==> config.mk <==
export PLATFORM = sky130hd
export DESIGN_NAME = mmd_decoder
export DESIGN_NICKNAME = d
export VERILOG_FILES = /design/src/design/mmd_mode_latch.v /design/src/design/mmd_page_hit.v /design/src/design/mmd_decoder.v
export VERILOG_INCLUDE_DIRS = /design/src /design/src/common
export SDC_FILE = /design/constraint.sdc
export NUM_CORES = 1
export LEC_CHECK = 0
export ABC_CLOCK_PERIOD_IN_PS = 2700
export BUFFER_PORTS_ARGS = -buffer_cell sky130_fd_sc_hd__buf_2
export CORE_MARGIN = 4
export CORE_UTILIZATION = 50
export CTS_BUF_LIST = sky130_fd_sc_hd__clkbuf_2
export CTS_CLUSTER_SIZE = 25
export DETAILED_ROUTE_END_ITERATION = 10
export PLACE_DENSITY = 0.89
export SLEW_MARGIN = 5
export SYNTH_ARGS = -nofsm -noshare
export SYNTH_HDL_FRONTEND = slang
export SYNTH_HIERARCHICAL = 1
export SYNTH_SLANG_ARGS = --single-unit
==> constraint.sdc <==
create_clock -name mclk -period 2.7 [get_ports mclk]
set_clock_uncertainty 0.2 [all_clocks]
set_input_delay 0.27 -clock mclk [delete_from_list [all_inputs] [get_ports mclk]]
set_output_delay 0.27 -clock mclk [all_outputs]
set_load 0.01 [all_outputs]
==> src/common/mmd_defines.vh <==
// Constants for the memory map address decoder.
// Assumes a 16-bit CPU address bus and 4-Kbyte page granularity.
`ifndef MMD_DEFINES_VH
`define MMD_DEFINES_VH

`define MMD_ADDR_W        16
`define MMD_PAGE_HI       15
`define MMD_PAGE_LO       12
`define MMD_OFS_HI        11
`define MMD_REG_PAGE_RST  4'h1
`define MMD_RAM_PAGE_RST  4'h0
`define MMD_EE_PAGE_DEF   4'hf
`define MMD_REG_SIZE      12'h060
`define MMD_RAM_SIZE      12'h400
`define MMD_EE_BLK        4'he
`define MMD_TST_BLK       4'hd
`define MMD_BOOT_HI       8'hbf
`define MMD_VEC_HI        10'h3ff
`define MMD_VEC_LO        6
`define MMD_BOOT_LO       8
`define MMD_EE_SIZE       13'h0200
`define MMD_TST_SIZE      13'h0100
`define MMD_MODE_SC       2'h0
`define MMD_MODE_EXP      2'h1
`define MMD_MODE_BOOT     2'h2
`define MMD_MODE_TEST     2'h3

`endif

==> src/design/mmd_mode_latch.v <==
// Operating mode capture from the two mode-select inputs.
// Assumes the mode-select pins are synchronous to mclk and stable at reset release.
`timescale 1ns/1ns
`include "mmd_defines.vh"

module mmd_mode_latch (
	input  wire       mclk,
	input  wire       reset_n,
	input  wire       mode_select_a,
	input  wire       mode_select_b,
	output reg  [1:0] mode_r,
	output reg        mode_valid_r
);
	// Asynchronous reset loads constants only; the pins are caught on the first clock after release.
	always @(posedge mclk or negedge reset_n) begin
		if (!reset_n) begin
			mode_r       <= `MMD_MODE_SC;
			mode_valid_r <= 1'b0;
		end else if (!mode_valid_r) begin
			// Mode-select b low selects a special mode, a selects expanded/test.
			mode_r       <= {~mode_select_b, mode_select_a};
			mode_valid_r <= 1'b1;
		end
	end
endmodule

==> src/design/mmd_page_hit.v <==
// Page-relative window compare used for the register, RAM and EEPROM windows and the test block.
// Assumes a 16-bit address and a window that starts at a page offset.
`timescale 1ns/1ns
`include "mmd_defines.vh"

module mmd_page_hit #(
	parameter [11:0] BASE = 12'h000,
	parameter [12:0] SIZE = 13'h060
) (
	input  wire [15:0] addr,
	input  wire [3:0]  page,
	input  wire        enable,
	output wire        hit
);
	wire [12:0] ofs;
	assign ofs = {1'b0, addr[`MMD_OFS_HI:0]} - {1'b0, BASE};
	assign hit = enable && (addr[`MMD_PAGE_HI:`MMD_PAGE_LO] == page) &&
		(addr[`MMD_OFS_HI:0] >= BASE) && (ofs < SIZE);
endmodule

==> src/design/mmd_decoder.v <==
// Memory map address decoder: registers, RAM, EEPROM, boot ROM or external bus.
// Assumes CPU address and strobe are synchronous to mclk; selects appear one cycle later.
`timescale 1ns/1ns
`include "mmd_defines.vh"

// Notes on behaviour
// - Register block of 96 bytes decodes at $1000 after reset.
// - Register block moves to the page given by the register-page field.
// - RAM of 1024 bytes decodes at $0000 after reset.
// - RAM moves to the page given by the RAM-page field.
// - Registers win over RAM in a shared page; low 96 RAM bytes hidden.
// - Enabled EEPROM of 512 bytes decodes at $FE00-$FFFF by default.
// - Expanded and test modes put EEPROM at $xE00 of the configured page.
// - Single-chip and bootstrap force EEPROM on at default place.
// - Special test mode starts with EEPROM out of the map.
// - Bootstrap mode decodes boot ROM over all of $BF00-$BFFF.
// - Bootstrap vector fetches at $FFC0-$FFFF go to the forced-on EEPROM; normal modes have no boot ROM.
// - Special test mode sends vector fetches to the external bus.
// - Special test mode blocks external access to $zD00-$zDFF.
// - Registers and RAM sit at same addresses in expanded and single-chip.
// - Registers fill the first 96 addresses of their page.
// - Operating mode is latched from the two mode-select inputs at reset.
// - Expanded modes send unclaimed addresses out with read/write direction.
module mmd_decoder (
	input  wire        mclk,
	input  wire        reset_n,
	input  wire        mode_select_a,
	input  wire        mode_select_b,
	input  wire [15:0] cpu_addr,
	input  wire        cpu_valid,
	input  wire        cpu_rw,
	input  wire        map_init_we,
	input  wire [3:0]  ram_page_in,
	input  wire [3:0]  reg_page_in,
	input  wire        config_ee_on,
	input  wire [3:0]  eeprom_page_field,
	input  wire        test_ee_map_we,
	input  wire        test_ee_map_on,
	output reg  [1:0]  op_mode_r,
	output reg  [3:0]  ram_page_r,
	output reg  [3:0]  reg_page_r,
	output reg         sel_reg_r,
	output reg         sel_ram_r,
	output reg         sel_boot_r,
	output reg         sel_eeprom_r,
	output reg         sel_ext_r,
	output reg         ext_blocked_r,
	output reg  [15:0] ext_addr_r,
	output reg         ext_rw_r,
	output reg  [11:0] local_ofs_r
);
	localparam [4:0] ST_REG = 5'h01;
	localparam [4:0] ST_RAM = 5'h02;
	localparam [4:0] ST_BOOT = 5'h04;
	localparam [4:0] ST_EE = 5'h08;
	localparam [4:0] ST_EXT = 5'h10;

	wire [1:0] mode;
	wire       mode_valid;
	reg        test_ee_r;
	reg  [3:0] ram_page_nxt;
	reg  [3:0] reg_page_nxt;
	reg  [4:0] pick_nxt;
	reg        blocked_nxt;
	wire       hit_reg;
	wire       hit_ram;
	wire       hit_boot;
	wire       hit_ee;
	wire       hit_tst;
	wire       expanded;
	wire       ee_enable;
	wire [3:0] ee_page;
	wire       is_vector;

	mmd_mode_latch u_mode (
		.mclk          (mclk),
		.reset_n       (reset_n),
		.mode_select_a (mode_select_a),
		.mode_select_b (mode_select_b),
		.mode_r        (mode),
		.mode_valid_r  (mode_valid)
	);

	assign expanded = (mode == `MMD_MODE_EXP) || (mode == `MMD_MODE_TEST);
	// Expanded and test modes keep the EEPROM enable (test also needs test_ee_r); single-chip and bootstrap force it on.
	assign ee_enable = expanded ?
		((mode == `MMD_MODE_TEST) ? (test_ee_r && config_ee_on) : config_ee_on) : 1'b1;
	assign ee_page = expanded ? eeprom_page_field : `MMD_EE_PAGE_DEF;
	assign is_vector = (cpu_addr[`MMD_PAGE_HI:`MMD_VEC_LO] == `MMD_VEC_HI);

	// Same window logic serves every mode, so register and RAM maps agree in expanded and single-chip.
	mmd_page_hit #(.BASE(12'h000), .SIZE({1'b0, `MMD_REG_SIZE})) u_reg_hit (
		.addr   (cpu_addr),
		.page   (reg_page_r),
		.enable (mode_valid),
		.hit    (hit_reg)
	);

	mmd_page_hit #(.BASE(12'h000), .SIZE({1'b0, `MMD_RAM_SIZE})) u_ram_hit (
		.addr   (cpu_addr),
		.page   (ram_page_r),
		.enable (mode_valid),
		.hit    (hit_ram)
	);

	mmd_page_hit #(.BASE({`MMD_EE_BLK, 8'h00}), .SIZE(`MMD_EE_SIZE)) u_ee_hit (
		.addr   (cpu_addr),
		.page   (ee_page),
		.enable (mode_valid && ee_enable),
		.hit    (hit_ee)
	);

	mmd_page_hit #(.BASE({`MMD_TST_BLK, 8'h00}), .SIZE(`MMD_TST_SIZE)) u_tst_hit (
		.addr   (cpu_addr),
		.page   (eeprom_page_field),
		.enable (mode == `MMD_MODE_TEST),
		.hit    (hit_tst)
	);

	// Whole 256-byte page, used or not, belongs to the boot ROM in bootstrap mode only.
	assign hit_boot = mode_valid && (mode == `MMD_MODE_BOOT) &&
		(cpu_addr[`MMD_PAGE_HI:`MMD_BOOT_LO] == `MMD_BOOT_HI);

	always @* begin
		ram_page_nxt = ram_page_r;
		reg_page_nxt = reg_page_r;
		if (map_init_we) begin
			ram_page_nxt = ram_page_in;
			reg_page_nxt = reg_page_in;
		end
	end

	always @* begin
		pick_nxt    = 5'h00;
		blocked_nxt = 1'b0;
		if (cpu_valid && mode_valid) begin
			if (mode == `MMD_MODE_TEST && is_vector) begin
				pick_nxt = ST_EXT;
			end else if (hit_reg) begin
				pick_nxt = ST_REG;
			end else if (hit_ram) begin
				pick_nxt = ST_RAM;
			end else if (hit_boot) begin
				pick_nxt = ST_BOOT;
			end else if (hit_ee) begin
				pick_nxt = ST_EE;
			end else if (expanded) begin
				if (hit_tst) begin
					blocked_nxt = 1'b1;
				end else begin
					pick_nxt = ST_EXT;
				end
			end
		end
	end

	always @(posedge mclk or negedge reset_n) begin
		if (!reset_n) begin
			ram_page_r <= `MMD_RAM_PAGE_RST;
			reg_page_r <= `MMD_REG_PAGE_RST;
			test_ee_r  <= 1'b0;
		end else begin
			ram_page_r <= ram_page_nxt;
			reg_page_r <= reg_page_nxt;
			if (test_ee_map_we && mode == `MMD_MODE_TEST) begin
				test_ee_r <= test_ee_map_on;
			end
		end
	end

	always @(posedge mclk or negedge reset_n) begin
		if (!reset_n) begin
			op_mode_r     <= `MMD_MODE_SC;
			sel_reg_r     <= 1'b0;
			sel_ram_r     <= 1'b0;
			sel_boot_r    <= 1'b0;
			sel_eeprom_r  <= 1'b0;
			sel_ext_r     <= 1'b0;
			ext_blocked_r <= 1'b0;
			ext_addr_r    <= 16'h0000;
			ext_rw_r      <= 1'b1;
			local_ofs_r   <= 12'h000;
		end else begin
			op_mode_r     <= mode;
			sel_reg_r     <= pick_nxt[0];
			sel_ram_r     <= pick_nxt[1];
			sel_boot_r    <= pick_nxt[2];
			sel_eeprom_r  <= pick_nxt[3];
			sel_ext_r     <= pick_nxt[4];
			ext_blocked_r <= blocked_nxt;
			local_ofs_r   <= cpu_addr[`MMD_OFS_HI:0];
			case (pick_nxt)
				ST_EXT: begin
					ext_addr_r <= cpu_addr;
					ext_rw_r   <= cpu_rw;
				end
				default: begin
					ext_rw_r <= 1'b1;
				end
			endcase
		end
	end
endmodule

==> summary.md, run 1 <==
| Metric | Value |
|---|---|
| Vias in the first global route | `1805` |
| Share of the yosys chip area belonging to registers | `58.91%` |
| CP required | `2830 ps` |
| Fin cells | `322` |
| Main synth FF type | `dfrtp_1` |
| Worst skew pair latency | `410 ps` |
| Antenna diodes | `0` |
| Site Rows | `23` |
| Clk pwr share | `18.7%` |
| Critical path arrival | `2720 ps` |
| Startpoint types | `primary input` |
| Fin nets | `311` |
| Slew of the pin with the lowest slew margin | `505.0 ps` |
| Period minus WS final | `2594 ps` |
| TritonCTS sink count | `49` |
| GRT overflow | `0` |
| Ports | `83` |
| Register share of total power | `55.6%` |
| Layout cell share with drive strength beyond 1 | `48.53%` |
| CP Capture Type | `flip-flop` |
| Hold WC Path Type | `primary input to flip-flop` |
| CTS tree | `done` |
| First-pass GRT wire length | `8245 um` |
| Synth Instances | `149` |
| Worst r2r src | `u_mode/mode_r[0]` |
| Status | `complete, no violations` |
| Largest cells by area after synthesis | `dfrtp_1, mux2_2, mux2_4` |
| Gr usage total | `20.44%` |
| Synth Warn # | `6` |
| Via count | `1610` |
| Initial core utilization | `51.77%` |
| Slew Viols, Final | `0` |
| Worst setup margin | `106.2 ps` |
| Starting DRC count in detailed routing | `85` |
| Die Width | `72.59 um` |
| Final Hold Viols | `0` |
| Peak VDD IR | `0.2774 mV` |
| Final antenna-violating net count | `0` |
| WL per Instance | `15.39 um` |
| Syn avg cell area | `14.00 um^2` |
| Netlist Area Pre-Place | `0.002086 mm^2` |
| Syn_nets | `189` |
| Core region area | `0.004029 mm^2` |
| Critical Path Start | `cpu_addr[11]` |
| CP Max Fanout | `18` |
| Placer Congestion | `0.9466` |
| Seq cells post-synth | `49` |
| P_sw | `0.4670 mW` |
| Yosys top cell by area | `dfrtp_1` |
| Drt total wl | `4955 um` |
| DP HPWL | `3538 um` |
| Peak Freq | `385.5 MHz` |
| Share of the synthesized area in the top cell type | `56.39%` |
| Largest net degree at the start of global routing | `28` |
| Crit share post-route | `96.06%` |
| PortBufs | `82` |
| Clock Tree Buf Depth | `2` |
| Final setup fails | `0` |
| Post-DR vias/cell | `5.000` |
| DRC viols | `0` |
| Post-synth EDFFs | `0` |
| Drt first pass iters | `4` |
| Root buf cell | `clkbuf_2` |
| Distinct cells, synth | `35` |
| Worst Hold Launch | `map_init_we` |
| Inserted Clock Buffers | `5` |
| Dpl ws | `37.66 ps` |
| Placed cells | `284` |
| RSZ-0062 raised after global routing | `false` |
| Die area | `0.005269 mm^2` |
| Synthesis-to-layout area growth | `40.97%` |
| Async SR Flop Fraction | `100.0%` |
| Clock transition at path regs | `230 ps` |
| Initial antenna violation count | `0` |
| PwrDens | `536.8 mW/mm^2` |
| H-tree levels | `2` |
| Internal | `1.111 mW` |
| Leakage | `1.458 nW` |
| Max-Cap Viols | `0` |
| Die height | `72.59 um` |
| Max-slew headroom | `66.33%` |
| Sum Neg Setup Slack | `0 ps` |
| Combinational Power Share | `25.7%` |
| Kind of critical path | `primary input to flip-flop` |
| Switch share | `29.59%` |
## cell usage in the layout (no fill, tap or decap), types with 6 or more instances in the layout
master and count:
xnor2_1 8, mux2_2 17, inv_1 6, mux2_4 9
xor2_1 8, buf_2 82, dfrtp_1 46, dlygate4sd3_1 30
buf_4 6
## worst paths after layout
path / endpoint / slack [ps] / cells past startpoint
hold reg to reg: op_mode_r[0] / 320 / 0
setup / recovery: ext_addr_r[12] / 110 / 10
setup reg to reg: ext_addr_r[1] / 140 / 9
max in group asynchronous: ext_rw_r / 1440 / 3
hold / removal: reg_page_r[2] / 30 / 2
min in group asynchronous: sel_reg_r / 110 / 2
## layout make-up
cell class	instances	area (um^2)
clock inverter	3	22.52
timing repair buffer	119	775.7
tap	50	62.56
fill	281	1089
sequential	49	1230
inverter	6	22.52
multi-input combinational	90	802.0
clock buffer	5	25.02
## critical path, cell delays in order
cell	delay (ps)
dlygate4sd3_1	540
buf_2	180
ha_1	280
and4b_1	170
and3_1	200
nor4b_2	320
nor2b_1	190
o21bai_2	90
buf_12	170
mux2_4	290
## cells by family (layout without fill, tap and decap cells)
logic type	Yosys count	after routing	synth area share, %
AND/OR/NAND/NOR	39	39	12.48
flip-flops	49	49	58.91
buffers and inverters	10	133	3.119
AO/OA/AOI/OAI	6	6	1.740
other	1	1	0.1798
adder cells (fa/ha/maj)	2	2	1.200
multiplexers	26	26	15.66
XOR/XNOR	16	16	6.719
## synthesized netlist by cell type (2+ instances only)
cell      count
dfrtp_1      47
mux2_2       17
mux2_4        9
xnor2_1       8
xor2_1        8
inv_1         6
nand2_1       5
nand4_1       5
and3_1        4
nand2b_1      4
nor2_1        3
nor3_1        3
o21ai_0       3
dfstp_2       2
ha_1          2
nand3_1       2
nor4_2        2
nor4b_1       2
## metal layers
metal	GRT usage [%]	up-vias	wire length, um
met3	6.887	5	471
met2	34.67	79	2442
met4	6.352	0	54
met1	24.59	767	1986
met5	0	-	0
li1	-	759	-
## repair_timing
item,CTS,global route
setup endpoints to repair,0,15
resized for setup,0,2
endpoints found under the hold margin,61,0
setup buffers,0,0
hold buffers,30,0
## registers in the layout (all words and copies together) (netlist names)
name,cells
ext_addr_r,16
ext_blocked_r,1
ext_rw_r,1
local_ofs_r,12
op_mode_r,2
ram_page_r,4
reg_page_r,4
sel_boot_r,1
sel_eeprom_r,1
sel_ext_r,1
sel_ram_r,1
sel_reg_r,1
test_ee_r,1
u_mode/mode_r,2
u_mode/mode_valid_r,1
## power by group through the flow
| stage | clock network, mW | registers (mW) | logic, mW |
|---|---|---|---|
| 2_1_floorplan | 0 | 0.927 | 0.152 |
| 3_3_place_gp | 0 | 0.886 | 0.357 |
| 3_5_place_dp | 0 | 0.891 | 0.369 |
| 4_1_cts | 0.307 | 0.878 | 0.408 |
| 5_1_grt | 0.338 | 0.891 | 0.442 |
| 6_report | 0.295 | 0.878 | 0.406 |
## stage by stage
stage / hold slack, ps / power [mW] / util, % / area (um^2)
2_1_floorplan: -225.6 / 1.079 / - / 2086
3_3_place_gp: 60.23 / 1.243 / 64.16 / 2585
3_5_place_dp: 67.00 / 1.261 / 64.16 / 2585
4_1_cts: 16.62 / 1.593 / 72.80 / 2933
5_1_grt: 0.1555 / 1.671 / 72.98 / 2940
6_report: 29.67 / 1.578 / 72.98 / 2940
No activity file was read; power rests on OpenSTA's default activity.
==> run 2, diff against run 1 <==
RECOVER_POWER = 25   (was default)
==> run 2 against run 1 <==
Compared with the run above:
- routed wire length is 0.77% lower
- die area unchanged
- first-iteration DRC count grew 14%
- core utilization down 0.53 points
- hold slack gained 1.5 ps
- total power fell by 0.29%
- global-route usage is the same
- clock-buffer cell count unchanged
- flip-flop and latch count unchanged
- critical path depth stayed put
- non-clock buffer count stayed put
- largest cell class unchanged
- largest power group unchanged
==> summary.md, run 2 (synthesis gave the netlist of run 1 again) <==
| Metric | Value |
|---|---|
| Status | `complete, no violations` |
| Slew of the pin with the lowest slew margin | `1206 ps (+700.6 ps)` |
| Inserted Clock Buffers | `5 (unchanged)` |
| Die area | `0.005269 mm^2 (unchanged)` |
| Largest net degree at the start of global routing | `28 (unchanged)` |
| Worst skew pair latency | `400 ps (about the same)` |
| Peak Freq | `385.9 MHz (+0.10%)` |
| Clock transition at path regs | `230 ps (about the same)` |
| CTS tree | `done` |
| Post-DR vias/cell | `4.994 (-0.12%)` |
| FF-to-FF End | `ext_addr_r[1]` |
| Layout cell share with drive strength beyond 1 | `44.49% (-4.0 points)` |
| Fin cells | `322 (unchanged)` |
| Placed cells | `284 (unchanged)` |
| Ports | `83 (unchanged)` |
| Drt total wl | `4917 um (-0.77%)` |
| PortBufs | `82 (unchanged)` |
| Worst r2r src | `u_mode/mode_r[0]` |
| Max-Cap Viols | `0 (unchanged)` |
| Setup Buffers After CTS | `0 (unchanged)` |
| TritonCTS sink count | `49 (unchanged)` |
| Starting DRC count in detailed routing | `97 (+14%)` |
| Gr usage total | `20.44% (unchanged)` |
| Peak VDD IR | `0.2778 mV (+0.15%)` |
| Top flop regs | `ext_addr_r (16), local_ofs_r (12)` |
| Max-slew headroom | `19.63% (-47 points)` |
| Slew Viols, Final | `0 (unchanged)` |
| Design area | `0.002919 mm^2 (-0.72%)` |
| Core region area | `0.004029 mm^2 (unchanged)` |
| Die Width | `72.59 um (unchanged)` |
| Via count | `1608 (-0.12%)` |
| Core Util, Final | `72.45% (-0.53 points)` |
| Final Hold Viols | `0 (unchanged)` |
| Max reg flops | `16 (unchanged)` |
| Synthesis-to-layout area growth | `39.95%` |
| Die height | `72.59 um (unchanged)` |
| Final setup fails | `0 (unchanged)` |
| Fin nets | `311 (unchanged)` |
| Initial antenna violation count | `0 (unchanged)` |
| Sum Neg Setup Slack | `0 ps (unchanged)` |
| CP Max Fanout | `18 (unchanged)` |
| Reg with most FFs | `ext_addr_r` |
| Startpoint types | `primary input` |
| PwrDens | `539.2 mW/mm^2 (+0.44%)` |
| Leakage | `1.425 nW (-2.3%)` |
| H-tree levels | `2 (unchanged)` |
| Most frequent cells in the layout | `buf_2, dfrtp_1, dlygate4sd3_1, mux2_2, clkbuf_1` |
| Kind of critical path | `primary input to flip-flop` |
| Initial core utilization | `51.77% (unchanged)` |
| Critical Path Start | `cpu_addr[11]` |
| Vias in the first global route | `1805 (unchanged)` |
| Site Rows | `23 (unchanged)` |
| CP Capture Type | `flip-flop` |
| RSZ-0062 raised after global routing | `false` |
| Drt first pass iters | `4 (unchanged)` |
| DP HPWL | `3538 um (unchanged)` |
| Critical path arrival | `2720 ps (about the same)` |
| DRC viols | `0 (unchanged)` |
| First-pass GRT wire length | `8245 um (unchanged)` |
| Period minus WS final | `2591 ps (-2.637 ps)` |
| Setup crit end | `ext_addr_r[12]` |
| Setup slack, reg-to-reg | `130 ps (about the same)` |
| Hold WC Path Type | `primary input to flip-flop` |
| Final antenna-violating net count | `0 (unchanged)` |
| Antenna diodes | `0 (unchanged)` |
| Placer Congestion | `0.9466 (unchanged)` |
| Commonest non-fill, non-tap cell in the layout | `buf_2` |
| Root buf cell | `clkbuf_2` |
| GRT overflow | `0 (unchanged)` |
| WL per Instance | `15.27 um (-0.77%)` |
| CP required | `2830 ps (about the same)` |
| Clock Tree Buf Depth | `2 (unchanged)` |
| Crit share post-route | `95.97% (-0.098 points)` |
| Worst r2r path cells | `9 (unchanged)` |
| Cell Area, Placed | `0.002585 mm^2 (unchanged)` |
[run 2: worst min path at each step]
stage	end	start	slack, ps	cells past startpoint
4_1_cts	reg_page_r[1]	map_init_we	20	2
3_5_place_dp	local_ofs_r[11]	reset_n	70	1
5_1_grt	ram_page_r[0]	map_init_we	0.2	2
6_report	reg_page_r[2]	map_init_we	30	2
2_1_floorplan	ext_addr_r[0]	reset_n	-230	0
3_3_place_gp	local_ofs_r[11]	reset_n	60	1
[run 2: cell type report]
type / count / area (um^2)
Clock inverter: 3 / 22.52
Tap cell: 50 / 62.56
Inverter: 6 / 22.52
Clock buffer: 5 / 25.02
Fill cell: 289 / 1110
Sequential cell: 49 / 1230
Timing Repair Buffer: 119 / 754.5
Multi-Input combinational cell: 90 / 802.0
[run 2: report_power, final]
| part | switching, mW | internal [mW] | total [mW] |
|---|---|---|---|
| logic | 0.182 | 0.219 | 0.401 |
| clock network | 0.233 | 0.0621 | 0.295 |
| registers | 0.0520 | 0.826 | 0.878 |
| total | 0.467 | 1.11 | 1.57 |
[run 2: layer usage]
metal / GRT usage, % / share of wire (%) / vias up / wire (um)
li1: - / - / 759 / -
met1: 24.59 / 40 / 771 / 1976
met2: 34.67 / 50 / 73 / 2442
met3: 6.887 / 9.0 / 5 / 444
met4: 6.352 / 1.1 / 0 / 54
met5: 0 / 0 / - / 0
[run 2: timing repair]
| action | CTS | global route |
|---|---|---|
| endpoints found under the hold margin | 61 | 0 |
| resized for setup | 0 | 2 |
| setup endpoints to repair | 0 | 15 |
| hold buffers | 30 | 0 |
[run 2: critical path, stage by stage]
cell and delay, ps:
dlygate4sd3_1 540, buf_2 180, ha_1 280, and4b_1 170, and3_1 200, nor4b_2 320, nor2b_1 200, o21bai_2 90
buf_12 170, mux2_4 290
[run 2: metrics by stage]
step	setup slack [ps]	hold slack (ps)	total power, mW
after floorplan	268.2	-225.6	1.079
after global placement	171.5	60.23	1.243
after detailed placement	37.66	67.00	1.261
after CTS	54.46	16.62	1.593
after global routing	7.673	0.1555	1.667
final	108.9	31.15	1.574
